--- src/rtl/bus_target_error_log_pkg.sv ---
`default_nettype none
package bus_target_error_log_pkg;

  // register map
  localparam logic [3:0] LOG1_ADDR = 4'h0; // error log register, byte address
  localparam logic [3:0] VIOL_ADDR = 4'h4; // violation counter, read only

  // field positions in the log register
  localparam int MULTI_BIT = 31;
  localparam int CODE_LSB = 24;
  localparam int REQ_ID_LSB = 8;
  localparam int REGION_LSB = 4;
  localparam int CMD_LSB = 0;

  // error type codes
  localparam logic [3:0] CODE_NONE = 4'h0;
  localparam logic [3:0] CODE_PERM_VIOL = 4'h3;

  // requester source selections
  localparam logic [3:0] SRC_CPU = 4'h0;
  localparam logic [3:0] SRC_DMA_RD = 4'h1;
  localparam logic [3:0] SRC_DMA_WR = 4'h2;
  localparam logic [3:0] SRC_USB = 4'h3;
  localparam logic [3:0] SRC_NET_RD = 4'h4;
  localparam logic [3:0] SRC_NET_WR = 4'h5;
  localparam logic [3:0] SRC_CAN1 = 4'h6;
  localparam logic [3:0] SRC_CAN2 = 4'h7;
  localparam logic [3:0] SRC_SFLASH = 4'h8;
  localparam logic [3:0] SRC_FLASH = 4'h9;
  localparam logic [3:0] SRC_CRYPTO = 4'ha;

  // requester identity codes
  localparam logic [7:0] ID_RESERVED = 8'h00;
  localparam logic [7:0] ID_CPU_LO = 8'h01;
  localparam logic [7:0] ID_CPU_HI = 8'h02;
  localparam logic [7:0] ID_DMA_RD_LO = 8'h03;
  localparam logic [7:0] ID_DMA_RD_HI = 8'h04;
  localparam logic [7:0] ID_DMA_WR_LO = 8'h05;
  localparam logic [7:0] ID_DMA_WR_HI = 8'h06;
  localparam logic [7:0] ID_USB = 8'h07;
  localparam logic [7:0] ID_NET_RD = 8'h08;
  localparam logic [7:0] ID_NET_WR = 8'h09;
  localparam logic [7:0] ID_CAN1 = 8'h0a;
  localparam logic [7:0] ID_CAN2 = 8'h0b;
  localparam logic [7:0] ID_SFLASH = 8'h0c;
  localparam logic [7:0] ID_FLASH = 8'h0d;
  localparam logic [7:0] ID_CRYPTO = 8'h0e;

  // reset values
  localparam logic [31:0] LOG1_RESET = 32'h0000_0000;
  localparam logic [15:0] VIOL_RESET = 16'h0000;

endpackage
`default_nettype wire

--- src/rtl/requester_id_map.sv ---
`timescale 1ns/1ps
`default_nettype none
module requester_id_map
  import bus_target_error_log_pkg::*;
(
  input wire logic [3:0] i_src, // requester source selection
  input wire logic i_cpu_pri, // processor_priority_select
  input wire logic i_dma_pri, // dma_priority_select
  output logic [7:0] o_id // requester_identity code
);

  // map source and priority selects onto identity code
  always_comb begin
    case (i_src)
      SRC_CPU: o_id = i_cpu_pri ? ID_CPU_HI : ID_CPU_LO; // [RULE4]
      SRC_DMA_RD: o_id = i_dma_pri ? ID_DMA_RD_HI : ID_DMA_RD_LO; // [RULE5]
      SRC_DMA_WR: o_id = i_dma_pri ? ID_DMA_WR_HI : ID_DMA_WR_LO; // [RULE5]
      SRC_USB: o_id = ID_USB; // [RULE6]
      SRC_NET_RD: o_id = ID_NET_RD; // [RULE6]
      SRC_NET_WR: o_id = ID_NET_WR; // [RULE6]
      SRC_CAN1: o_id = ID_CAN1; // [RULE6]
      SRC_CAN2: o_id = ID_CAN2; // [RULE6]
      SRC_SFLASH: o_id = ID_SFLASH; // [RULE6]
      SRC_FLASH: o_id = ID_FLASH; // [RULE6]
      SRC_CRYPTO: o_id = ID_CRYPTO; // [RULE6]
      default: o_id = ID_RESERVED;
    endcase
  end

endmodule // requester_id_map
`default_nettype wire

--- src/rtl/bus_target_error_log.sv ---
// Behaviour
// [RULE1] error code: 0011 violation, 0000 none
// [RULE2] writing one to code clears it
// [RULE3] multi flag bit 31, write-one clear
// [RULE4] processor identity follows processor priority select
// [RULE5] dma identity by direction and priority
// [RULE6] fixed identity codes for other initiators
// [RULE7] first violation captures; later only sets multi
`timescale 1ns/1ps
`default_nettype none
module bus_target_error_log
  import bus_target_error_log_pkg::*;
(
  input wire logic i_sys_clk, // system bus clock
  input wire logic i_srst, // synchronous reset, active high
  input wire logic [3:0] i_avs_address, // byte address
  input wire logic i_avs_read, // read request
  input wire logic i_avs_write, // write request
  input wire logic [31:0] i_avs_writedata, // write data
  input wire logic [3:0] i_avs_byteenable, // byte lanes
  output logic [31:0] o_avs_readdata, // read data
  output logic o_avs_waitrequest, // stall
  input wire logic i_viol_valid, // one-cycle violation pulse
  input wire logic [3:0] i_viol_src, // offending requester source
  input wire logic [3:0] i_viol_region, // offending region
  input wire logic [2:0] i_viol_cmd, // offending command
  input wire logic i_cpu_pri, // processor_priority_select
  input wire logic i_dma_pri, // dma_priority_select
  output logic o_error_logged, // code field non-zero
  output logic o_multi // multiple violation flag
);

  ////////////////////////////////////////////////////////////////////////
  // state
  logic [3:0] code;
  logic multi;
  logic [7:0] req_id;
  logic [3:0] region;
  logic [2:0] cmd;
  logic [15:0] viol_count;
  logic ack;
  logic [31:0] rdata;

  ////////////////////////////////////////////////////////////////////////
  // decode
  wire [7:0] id_now;
  wire sel_log = (i_avs_address == LOG1_ADDR);
  wire sel_viol = (i_avs_address == VIOL_ADDR);
  wire wr_take = i_avs_write && ack;
  wire clr_code = wr_take && sel_log && i_avs_byteenable[3] && (i_avs_writedata[27:24] != 4'h0);
  wire clr_multi = wr_take && sel_log && i_avs_byteenable[3] && i_avs_writedata[MULTI_BIT];
  wire first_viol = i_viol_valid && (code == CODE_NONE);
  wire again_viol = i_viol_valid && (code != CODE_NONE);
  wire [31:0] log_word = {multi, 3'h0, code, 8'h00, req_id, region, 1'b0, cmd};

  requester_id_map u_id_map (
    .i_src(i_viol_src),
    .i_cpu_pri(i_cpu_pri),
    .i_dma_pri(i_dma_pri),
    .o_id(id_now)
  );

  // read mux; unmapped addresses read zero
  always_comb begin
    rdata = 32'h0000_0000;
    if (sel_log) begin
      rdata = log_word;
    end else if (sel_viol) begin
      rdata = {16'h0000, viol_count};
    end
  end

  ////////////////////////////////////////////////////////////////////////
  // bus slave: one wait cycle, answered on the second edge
  assign o_avs_waitrequest = (i_avs_read || i_avs_write) && !ack;

  always_ff @(posedge i_sys_clk) begin
    if (i_srst) begin
      ack <= 1'b0;
    end else begin
      ack <= (i_avs_read || i_avs_write) && !ack;
    end
  end

  // read data register, loaded in the wait cycle
  always_ff @(posedge i_sys_clk) begin
    if (i_srst) begin
      o_avs_readdata <= 32'h0000_0000;
    end else if (i_avs_read && !ack) begin
      o_avs_readdata <= rdata;
    end
  end

  ////////////////////////////////////////////////////////////////////////
  // error code: a first violation wins over a same-cycle clear
  always_ff @(posedge i_sys_clk) begin
    if (i_srst) begin
      code <= LOG1_RESET[27:24];
    end else if (first_viol) begin
      code <= CODE_PERM_VIOL; // [RULE1] [RULE7]
    end else if (clr_code) begin
      code <= CODE_NONE; // [RULE2]
    end
  end

  // multiple violation flag, set wins over clear
  always_ff @(posedge i_sys_clk) begin
    if (i_srst) begin
      multi <= LOG1_RESET[MULTI_BIT];
    end else if (again_viol) begin
      multi <= 1'b1; // [RULE3] [RULE7]
    end else if (clr_multi) begin
      multi <= 1'b0; // [RULE3]
    end
  end

  // capture details only on the first violation
  always_ff @(posedge i_sys_clk) begin
    if (i_srst) begin
      req_id <= LOG1_RESET[15:8];
      region <= LOG1_RESET[7:4];
      cmd <= LOG1_RESET[2:0];
    end else if (first_viol) begin
      req_id <= id_now; // [RULE4] [RULE5] [RULE6] [RULE7]
      region <= i_viol_region;
      cmd <= i_viol_cmd;
    end
  end

  // running count of violations, saturating
  always_ff @(posedge i_sys_clk) begin
    if (i_srst) begin
      viol_count <= VIOL_RESET;
    end else if (i_viol_valid && viol_count != 16'hffff) begin
      viol_count <= viol_count + 16'h0001;
    end
  end

  assign o_error_logged = (code != CODE_NONE);
  assign o_multi = multi;

  ////////////////////////////////////////////////////////////////////////
  // checks
  property p_code_set;
    @(posedge i_sys_clk) disable iff (i_srst)
    first_viol |=> (code == CODE_PERM_VIOL);
  endproperty
  a_code_set: assert property (p_code_set) else $error("code not set on violation"); // [RULE1]

  property p_code_legal;
    @(posedge i_sys_clk) disable iff (i_srst)
    (code == CODE_NONE) || (code == CODE_PERM_VIOL);
  endproperty
  a_code_legal: assert property (p_code_legal) else $error("illegal code value"); // [RULE1]

  property p_code_clear;
    @(posedge i_sys_clk) disable iff (i_srst)
    (clr_code && !i_viol_valid) |=> (code == CODE_NONE);
  endproperty
  a_code_clear: assert property (p_code_clear) else $error("code not cleared"); // [RULE2]

  property p_multi_set;
    @(posedge i_sys_clk) disable iff (i_srst)
    again_viol |=> o_multi;
  endproperty
  a_multi_set: assert property (p_multi_set) else $error("multi not set"); // [RULE3]

  property p_multi_hold;
    @(posedge i_sys_clk) disable iff (i_srst)
    (multi && !clr_multi) |=> multi;
  endproperty
  a_multi_hold: assert property (p_multi_hold) else $error("multi dropped"); // [RULE3]

  property p_cpu_id;
    @(posedge i_sys_clk) disable iff (i_srst)
    (first_viol && i_viol_src == SRC_CPU) |=> (req_id == (i_cpu_pri ? 8'h02 : 8'h01)) || $changed(i_cpu_pri);
  endproperty
  a_cpu_id: assert property (p_cpu_id) else $error("bad processor identity"); // [RULE4]

  property p_dma_wr_id;
    @(posedge i_sys_clk) disable iff (i_srst)
    (first_viol && i_viol_src == SRC_DMA_WR && i_dma_pri) |=> (req_id == 8'h06);
  endproperty
  a_dma_wr_id: assert property (p_dma_wr_id) else $error("bad dma write identity"); // [RULE5]

  property p_fixed_id;
    @(posedge i_sys_clk) disable iff (i_srst)
    (first_viol && i_viol_src == SRC_CRYPTO) |=> (req_id == 8'h0e);
  endproperty
  a_fixed_id: assert property (p_fixed_id) else $error("bad crypto identity"); // [RULE6]

  property p_capture_hold;
    @(posedge i_sys_clk) disable iff (i_srst)
    again_viol |=> $stable(req_id) && $stable(region) && $stable(cmd);
  endproperty
  a_capture_hold: assert property (p_capture_hold) else $error("log overwritten"); // [RULE7]

  ////////////////////////////////////////////////////////////////////////
  // field positions of read data, flag lifetimes and the identity codes not checked above

  property p_log_read;
    @(posedge i_sys_clk) disable iff (i_srst)
    (i_avs_read && o_avs_waitrequest && sel_log) |=> (o_avs_readdata[MULTI_BIT] == $past(multi))
      && (o_avs_readdata[CODE_LSB +: 4] == $past(code)) && (o_avs_readdata[REQ_ID_LSB +: 8] == $past(req_id))
      && (o_avs_readdata[REGION_LSB +: 4] == $past(region)) && (o_avs_readdata[CMD_LSB +: 3] == $past(cmd))
      && (o_avs_readdata[30:28] == 3'h0) && (o_avs_readdata[23:16] == 8'h00) && !o_avs_readdata[3];
  endproperty
  a_log_read: assert property (p_log_read) else $error("log read data wrong"); // [RULE1]

  property p_code_hold;
    @(posedge i_sys_clk) disable iff (i_srst)
    ((code == CODE_PERM_VIOL) && !clr_code) |=> (code == CODE_PERM_VIOL);
  endproperty
  a_code_hold: assert property (p_code_hold) else $error("code lost without clear"); // [RULE2]

  property p_code_idle;
    @(posedge i_sys_clk) disable iff (i_srst)
    ((code == CODE_NONE) && !i_viol_valid) |=> (code == CODE_NONE);
  endproperty
  a_code_idle: assert property (p_code_idle) else $error("code set without violation"); // [RULE1]

  property p_multi_clear;
    @(posedge i_sys_clk) disable iff (i_srst)
    (clr_multi && !again_viol) |=> !multi;
  endproperty
  a_multi_clear: assert property (p_multi_clear) else $error("multi not cleared"); // [RULE3]

  property p_multi_idle;
    @(posedge i_sys_clk) disable iff (i_srst)
    (!multi && !again_viol) |=> !multi;
  endproperty
  a_multi_idle: assert property (p_multi_idle) else $error("multi set without repeat"); // [RULE3] [RULE7]

  property p_cpu_lo_id;
    @(posedge i_sys_clk) disable iff (i_srst)
    (first_viol && (i_viol_src == SRC_CPU) && !i_cpu_pri) |=> (req_id == 8'h01);
  endproperty
  a_cpu_lo_id: assert property (p_cpu_lo_id) else $error("bad processor low identity"); // [RULE4]

  property p_cpu_hi_id;
    @(posedge i_sys_clk) disable iff (i_srst)
    (first_viol && (i_viol_src == SRC_CPU) && i_cpu_pri) |=> (req_id == 8'h02);
  endproperty
  a_cpu_hi_id: assert property (p_cpu_hi_id) else $error("bad processor high identity"); // [RULE4]

  property p_dma_rd_hi_id;
    @(posedge i_sys_clk) disable iff (i_srst)
    (first_viol && (i_viol_src == SRC_DMA_RD) && i_dma_pri) |=> (req_id == 8'h04);
  endproperty
  a_dma_rd_hi_id: assert property (p_dma_rd_hi_id) else $error("bad dma read high identity"); // [RULE5]

  property p_dma_rd_lo_id;
    @(posedge i_sys_clk) disable iff (i_srst)
    (first_viol && (i_viol_src == SRC_DMA_RD) && !i_dma_pri) |=> (req_id == 8'h03);
  endproperty
  a_dma_rd_lo_id: assert property (p_dma_rd_lo_id) else $error("bad dma read low identity"); // [RULE5]

  property p_dma_wr_lo_id;
    @(posedge i_sys_clk) disable iff (i_srst)
    (first_viol && (i_viol_src == SRC_DMA_WR) && !i_dma_pri) |=> (req_id == 8'h05);
  endproperty
  a_dma_wr_lo_id: assert property (p_dma_wr_lo_id) else $error("bad dma write low identity"); // [RULE5]

  property p_usb_id;
    @(posedge i_sys_clk) disable iff (i_srst)
    (first_viol && (i_viol_src == SRC_USB)) |=> (req_id == 8'h07);
  endproperty
  a_usb_id: assert property (p_usb_id) else $error("bad usb identity"); // [RULE6]

  property p_net_rd_id;
    @(posedge i_sys_clk) disable iff (i_srst)
    (first_viol && (i_viol_src == SRC_NET_RD)) |=> (req_id == 8'h08);
  endproperty
  a_net_rd_id: assert property (p_net_rd_id) else $error("bad network read identity"); // [RULE6]

  property p_net_wr_id;
    @(posedge i_sys_clk) disable iff (i_srst)
    (first_viol && (i_viol_src == SRC_NET_WR)) |=> (req_id == 8'h09);
  endproperty
  a_net_wr_id: assert property (p_net_wr_id) else $error("bad network write identity"); // [RULE6]

  property p_can1_id;
    @(posedge i_sys_clk) disable iff (i_srst)
    (first_viol && (i_viol_src == SRC_CAN1)) |=> (req_id == 8'h0a);
  endproperty
  a_can1_id: assert property (p_can1_id) else $error("bad can1 identity"); // [RULE6]

  property p_can2_id;
    @(posedge i_sys_clk) disable iff (i_srst)
    (first_viol && (i_viol_src == SRC_CAN2)) |=> (req_id == 8'h0b);
  endproperty
  a_can2_id: assert property (p_can2_id) else $error("bad can2 identity"); // [RULE6]

  property p_sflash_id;
    @(posedge i_sys_clk) disable iff (i_srst)
    (first_viol && (i_viol_src == SRC_SFLASH)) |=> (req_id == 8'h0c);
  endproperty
  a_sflash_id: assert property (p_sflash_id) else $error("bad serial flash identity"); // [RULE6]

  property p_flash_id;
    @(posedge i_sys_clk) disable iff (i_srst)
    (first_viol && (i_viol_src == SRC_FLASH)) |=> (req_id == 8'h0d);
  endproperty
  a_flash_id: assert property (p_flash_id) else $error("bad flash controller identity"); // [RULE6]

  property p_reserved_id;
    @(posedge i_sys_clk) disable iff (i_srst)
    (first_viol && (i_viol_src > SRC_CRYPTO)) |=> (req_id == 8'h00);
  endproperty
  a_reserved_id: assert property (p_reserved_id) else $error("bad reserved identity"); // [RULE6]

  property p_capture_fields;
    @(posedge i_sys_clk) disable iff (i_srst)
    first_viol |=> (region == $past(i_viol_region)) && (cmd == $past(i_viol_cmd));
  endproperty
  a_capture_fields: assert property (p_capture_fields) else $error("region or command not captured"); // [RULE7]

endmodule // bus_target_error_log
`default_nettype wire

--- config.mk ---
export PLATFORM = sky130hd
export DESIGN_NAME = bus_target_error_log
export DESIGN_NICKNAME = d
export VERILOG_FILES = /design/src/rtl/bus_target_error_log_pkg.sv /design/src/rtl/requester_id_map.sv /design/src/rtl/bus_target_error_log.sv
export SDC_FILE = /design/constraint.sdc
export NUM_CORES = 1
export LEC_CHECK = 0
export ABC_CLOCK_PERIOD_IN_PS = 3400
export BUFFER_PORTS_ARGS = -buffer_cell sky130_fd_sc_hd__buf_2
export CORE_MARGIN = 2
export CORE_UTILIZATION = 52
export CTS_CLUSTER_DIAMETER = 50
export DETAILED_ROUTE_END_ITERATION = 10
export PLACE_DENSITY = 0.92
export SYNTH_ARGS = -nofsm -noshare
export SYNTH_HDL_FRONTEND = slang
export SYNTH_SLANG_ARGS = --single-unit
--- constraint.sdc ---
create_clock -name i_sys_clk -period 3.4 [get_ports i_sys_clk]
set_clock_uncertainty 0.2 [all_clocks]
set_input_delay 0.34 -clock i_sys_clk [delete_from_list [all_inputs] [get_ports i_sys_clk]]
set_output_delay 0.34 -clock i_sys_clk [all_outputs]
set_load 0.01 [all_outputs]
After elaboration in Yosys (flattened, before gate mapping)
Cells that the tools add are included.
{ "totals": {"ff_bits": 67, "latch_bits": 0, "mem_bits_rw": 0, "romBits": 0, "out_inout_bits": 35, "n_memories": 0} }
{ "op_classes": {"n_addsub": 1, "n_mul": 0, "div_mod_pow": 0, "n_lt_le_gt_ge": 0, "eq_ne": 12, "shifts": 0, "n_mux": 10, "bitwise_logic": 0, "reduce_logical": 19} }
{ "op_table": {"columns": ["cell", "n"], "rows": [
  ["8-bit one-hot mux with 11 select lines", 1],
  ["32-bit 2-to-1 mux", 1],
  ["4-bit by 3-bit equality test with 1-bit output (second input constant)", 5],
  ["16-bit by 1-bit adder with 16-bit output (second input constant)", 1],
  ["16-bit 2-to-1 mux", 1],
  ["16-bit inequality test (second input constant)", 1],
  ["4-bit equality test (second input constant)", 3],
  ["4-bit zero test", 3],
  ["1-bit logical AND", 10],
  ["4-bit by 2-bit equality test with 1-bit output (second input constant)", 2],
  ["2-bit 2-to-1 mux", 4],
  ["4-bit nonzero test", 2],
  ["4-bit by 1-bit equality test with 1-bit output (second input constant)", 1],
  ["2-bit nonzero test", 2],
  ["3-bit 2-to-1 mux", 1],
  ["1-bit 2-to-1 mux", 2],
  ["1-bit zero test", 1],
  ["1-bit logical OR", 1]
]} }

Longest topological paths before layout
{ "logic_depth": {"word_depth": 6, "depth_mapped": 6, "ltp_nobuf": 5} }

Hierarchy
From an unflattened synthesis, not the netlist that was laid out.
{ "hier_totals": {"cells_unflattened": 306, "area_unflattened_um2": 2523.7} }
{ "by_module_without_submodules": {"columns": ["module", "instances", "cells_each", "area_each_um2"], "rows": [
  ["bus_target_error_log", 1, 278, 2342.2],
  ["requester_id_map", 1, 28, 181.4]
]} }

Worst setup path after synthesis
Ideal clock, no wire load.
{ "synth_timing": {"path_kind": "register -> register", "from": "reg viol_count[0]", "to": "reg viol_count[1]", "setup_ns": 0.128, "arrival_ns": 1.591, "t_required_ns": 3.072, "slack_ns": 1.481, "stages_incl_launch_ff": 7, "n_path_buf": 1, "synth_period_minus_slack_ns": 1.919, "path_cell_list": "dfxtp_1 -> ha_1 -> nand4_1 -> o41ai_4 -> buf_6 -> mux2i_1 -> nor2_1"} }
{ "synth_between": {"elab_chain_len": 2} }
{ "synth_rtl": {"columns": ["item", "line", "text"], "rows": [
  ["from (decl)", "bus_target_error_log.sv:40", "logic [15:0] viol_count;"],
  ["from (signal assigned)", "bus_target_error_log.sv:135", "viol_count <= viol_count + 16'h0001;"],
  ["parallel branches: the longest is 2 deep, another holds 16-bit by 1-bit adder with 16-bit output", null, null]
]} }
Parallel ways; which one is timed is not known.
A chain may end at the register's enable or synchronous reset.

Worst setup path in the final report
{ "layout_timing": {"from": "reg viol_count[0]", "to": "reg viol_count[6]"} }
The elaborated chain is that of the path after synthesis.

==> impl_results.md <==
* Run status: finished, final reports clean
* Die H at 70.2 µm
* Routability cong. at 0.883
* Least-Margin Pin Slew at 0.853 ns
* Via count at 2162
* MaxCap Viol Count at 0
* Number of buffers and inverters on the critical path at 0
* Pwr dens at 411 mW/mm²
* GRT overflow at 0
* Mean area per synthesized cell at 8.26 µm²
* Tot GR Track Use at 0.226
* Hold Crit Depth at 3
* Initial DRT Pass Iterations at 4
* Area grow syn2layout at 12.7%
* CP cell instances: ha_1, nand4_1, o41ai_4, o21ai_0, a21oi_1
* CP Class: reg -> reg
* Resize count post-CTS at 0
* Initial DRC Count at 123
* Clock transition at the registers of the reported paths at 0.09 ns
* Tmin final at 2.36 ns
* Capturing point of the worst reg2reg path: viol_count[6]$_SDFFE_PP0P_
* Initial antenna violation count at 0
* Final std cells w/o fill at 368
* Ys flop type: dfxtp_1
* Worst hold start: i_viol_region[3]
* First-pass GRT wire length at 8.94 mm
* Worst EP required at 3.43 ns
* CP arrival at 2.39 ns
* Post-Syn Instances at 276
* Fill count at 399
* CTS hold repair buffers at 0
* Crit path depth at 5
* Max transition margin at 0.429
* Multi-input logic area at 0.00118 mm²
* #FFs+latches synth at 48
* Most frequent cells in the layout: 49 x buf_2, 48 x dfxtp_1, 35 x a21oi_1
* Top cell family by delay on the critical path: compound AO/OA/AOI/OAI gates
* CP startpoint kind: register
* Top post-synthesis cells by area: dfxtp_1 42%, a21oi_1 7.7%, nand2_1 4.8%
* Period utilization at 0.695
* DP HPWL at 3.87 mm
* Layout cell share with drive strength beyond 1 at 0.247
* Drt via density at 5.88
* VDD IR max at 281 µV
* Reg area at 961 µm²
* CTS tree: built
* # rows at 24
* RSZ-0062 raised after global routing: no
* Total I/O pin count at 93
* Setup violations, final at 0
* CTS max path bufs at 2
* Post-synth top area cell: dfxtp_1
* Count of different cell masters after synthesis at 49
* Reg2reg start: viol_count[0]$_SDFFE_PP0P_
* Fin. max-slew vios at 0
* Placed Cells incl. Taps at 361
* Num CTS Buffers at 5
* CTS Sinks at 48
* Final worst setup slack at 1.04 ns
* Port Buf Inserts at 49
* Placement Setup Slack at 1.07 ns
* H-tree Lvls at 2
* Root buf cell: clkbuf_8
* Lkg Pwr at 0.00103 µW
* Crit-path slowest cell: o41ai_4
* FMAX at 423 MHz
* Post-synth top area share at 0.421
* Antenna Nets Post-Route at 0
* Core area at 0.00429 mm²
* Worst reg-to-reg path cell count at 5
* Clock Latency Late Sink at 0.30 ns
* Worst min-delay path category: in -> reg
* Vias in the first global route at 2004
* Critical path's largest stage delay at 0.85 ns
* Number of synthesized flops with an enable pin at 0
* Setup TNS at 0 ns
* Crit end category: register
* Final hold vios at 0
* Die ar. at 0.00493 mm²
* Initial core utilization at 0.531
* # DRC at 0
* Hold EP: region[3]$_SDFFE_PP0P_
* Worst Path Max Fanout at 17
* Die span in x at 70.2 µm
* Final nets at 375
* Post-synthesis async set-or-reset flop share at 0
* Post-CTS Setup Inserts at 0
* Reg2reg setup slack at 1.04 ns
* # diodes at 0
* Syn Std Cell Area at 0.00228 mm²
* Drt wl/cell at 14.6 µm
* YS warnings at 0
* Final wirelength at 5.37 mm
* Commonest non-fill, non-tap cell in the layout: buf_2
* Largest net degree at the start of global routing at 34
* Post-synthesis sequential area ratio at 0.421
==> Yosys cell counts (5+ instances only) <==
cell type	count
a221oi_1	11
nand2_1	29
or3_2	7
clkbuf_1	12
nand4_1	5
a21oi_1	35
o21ai_0	15
nor2_1	21
dfxtp_1	48
nor3_1	13
nand3_1	15
buf_4	14
==> registers in the layout, indices dropped and copies added, names as in the netlist <==
signal / flops
ack: 1
cmd: 3
code: 1
o_avs_readdata: 18
o_multi: 1
region: 4
req_id: 4
viol_count: 16
==> per-layer routing <==
layer | vias up | global-route usage | wire length (µm)
met3 | 10 | 0.0404 | 396
met1 | 1008 | 0.280 | 2210
met5 | - | 0 | 0
met4 | 0 | 0.0962 | 83
li1 | 1054 | - | -
met2 | 90 | 0.383 | 2680
==> layout make-up <==
class                   count  share of cell area
repair buffers             53               0.107
flip-flops and latches     48               0.374
clock inverters             2             0.00487
well taps                  52              0.0253
clock buffers               5              0.0268
multi-input cells         205               0.458
inverters                   3             0.00438
==> how the worst max path moves through the flow <==
stage	start	endpoint	slack [ns]
after floorplan	viol_count[0]$_SDFFE_PP0P_	viol_count[1]$_SDFFE_PP0P_	1.48
after CTS	viol_count[0]$_SDFFE_PP0P_	viol_count[6]$_SDFFE_PP0P_	1.04
after global placement	viol_count[0]$_SDFFE_PP0P_	viol_count[1]$_SDFFE_PP0P_	1.13
final	viol_count[0]$_SDFFE_PP0P_	viol_count[6]$_SDFFE_PP0P_	1.04
after detailed placement	viol_count[0]$_SDFFE_PP0P_	viol_count[1]$_SDFFE_PP0P_	1.07
after global routing	viol_count[1]$_SDFFE_PP0P_	viol_count[3]$_SDFFE_PP0P_	0.88
==> per-stage QoR <==
step                      area (µm²)  hold slack, ns  total power (µW)   util
final                           2570          0.0632              1060  0.598
after global routing            2570          0.0579              1100  0.598
after CTS                       2570          0.0615              1060  0.598
after detailed placement        2490           0.249               745  0.580
after global placement          2490           0.234               740  0.580
after floorplan                 2330           0.232               706      -
==> worst reg2reg max path, stage by stage (launching register included) <==
cell	delay, ns
dfxtp_1	0.43
ha_1	0.25
nand4_1	0.19
o41ai_4	0.85
o21ai_0	0.21
a21oi_1	0.16
==> power by group <==
| part | switching, µW | internal (µW) | total, µW |
|---|---|---|---|
| Sequential | 17.2 | 584 | 601 |
| Combinational | 82.6 | 50.2 | 133 |
| Clock | 182 | 139 | 322 |
==> logic make-up (layout without fill, tap and decap cells) <==
kind of cell / Yosys count / after routing / share of synthesized area
compound gates: 76 / 76 / 0.214
mux: 2 / 2 / 0.00933
xor+xnor: 1 / 1 / 0.00384
buf+inv: 35 / 63 / 0.0856
flops: 48 / 48 / 0.421
other cells: 1 / 13 / 0.00164
simple gates: 112 / 112 / 0.259
fa+ha+maj: 1 / 1 / 0.00548
No activity file was read; power rests on OpenSTA's default activity.
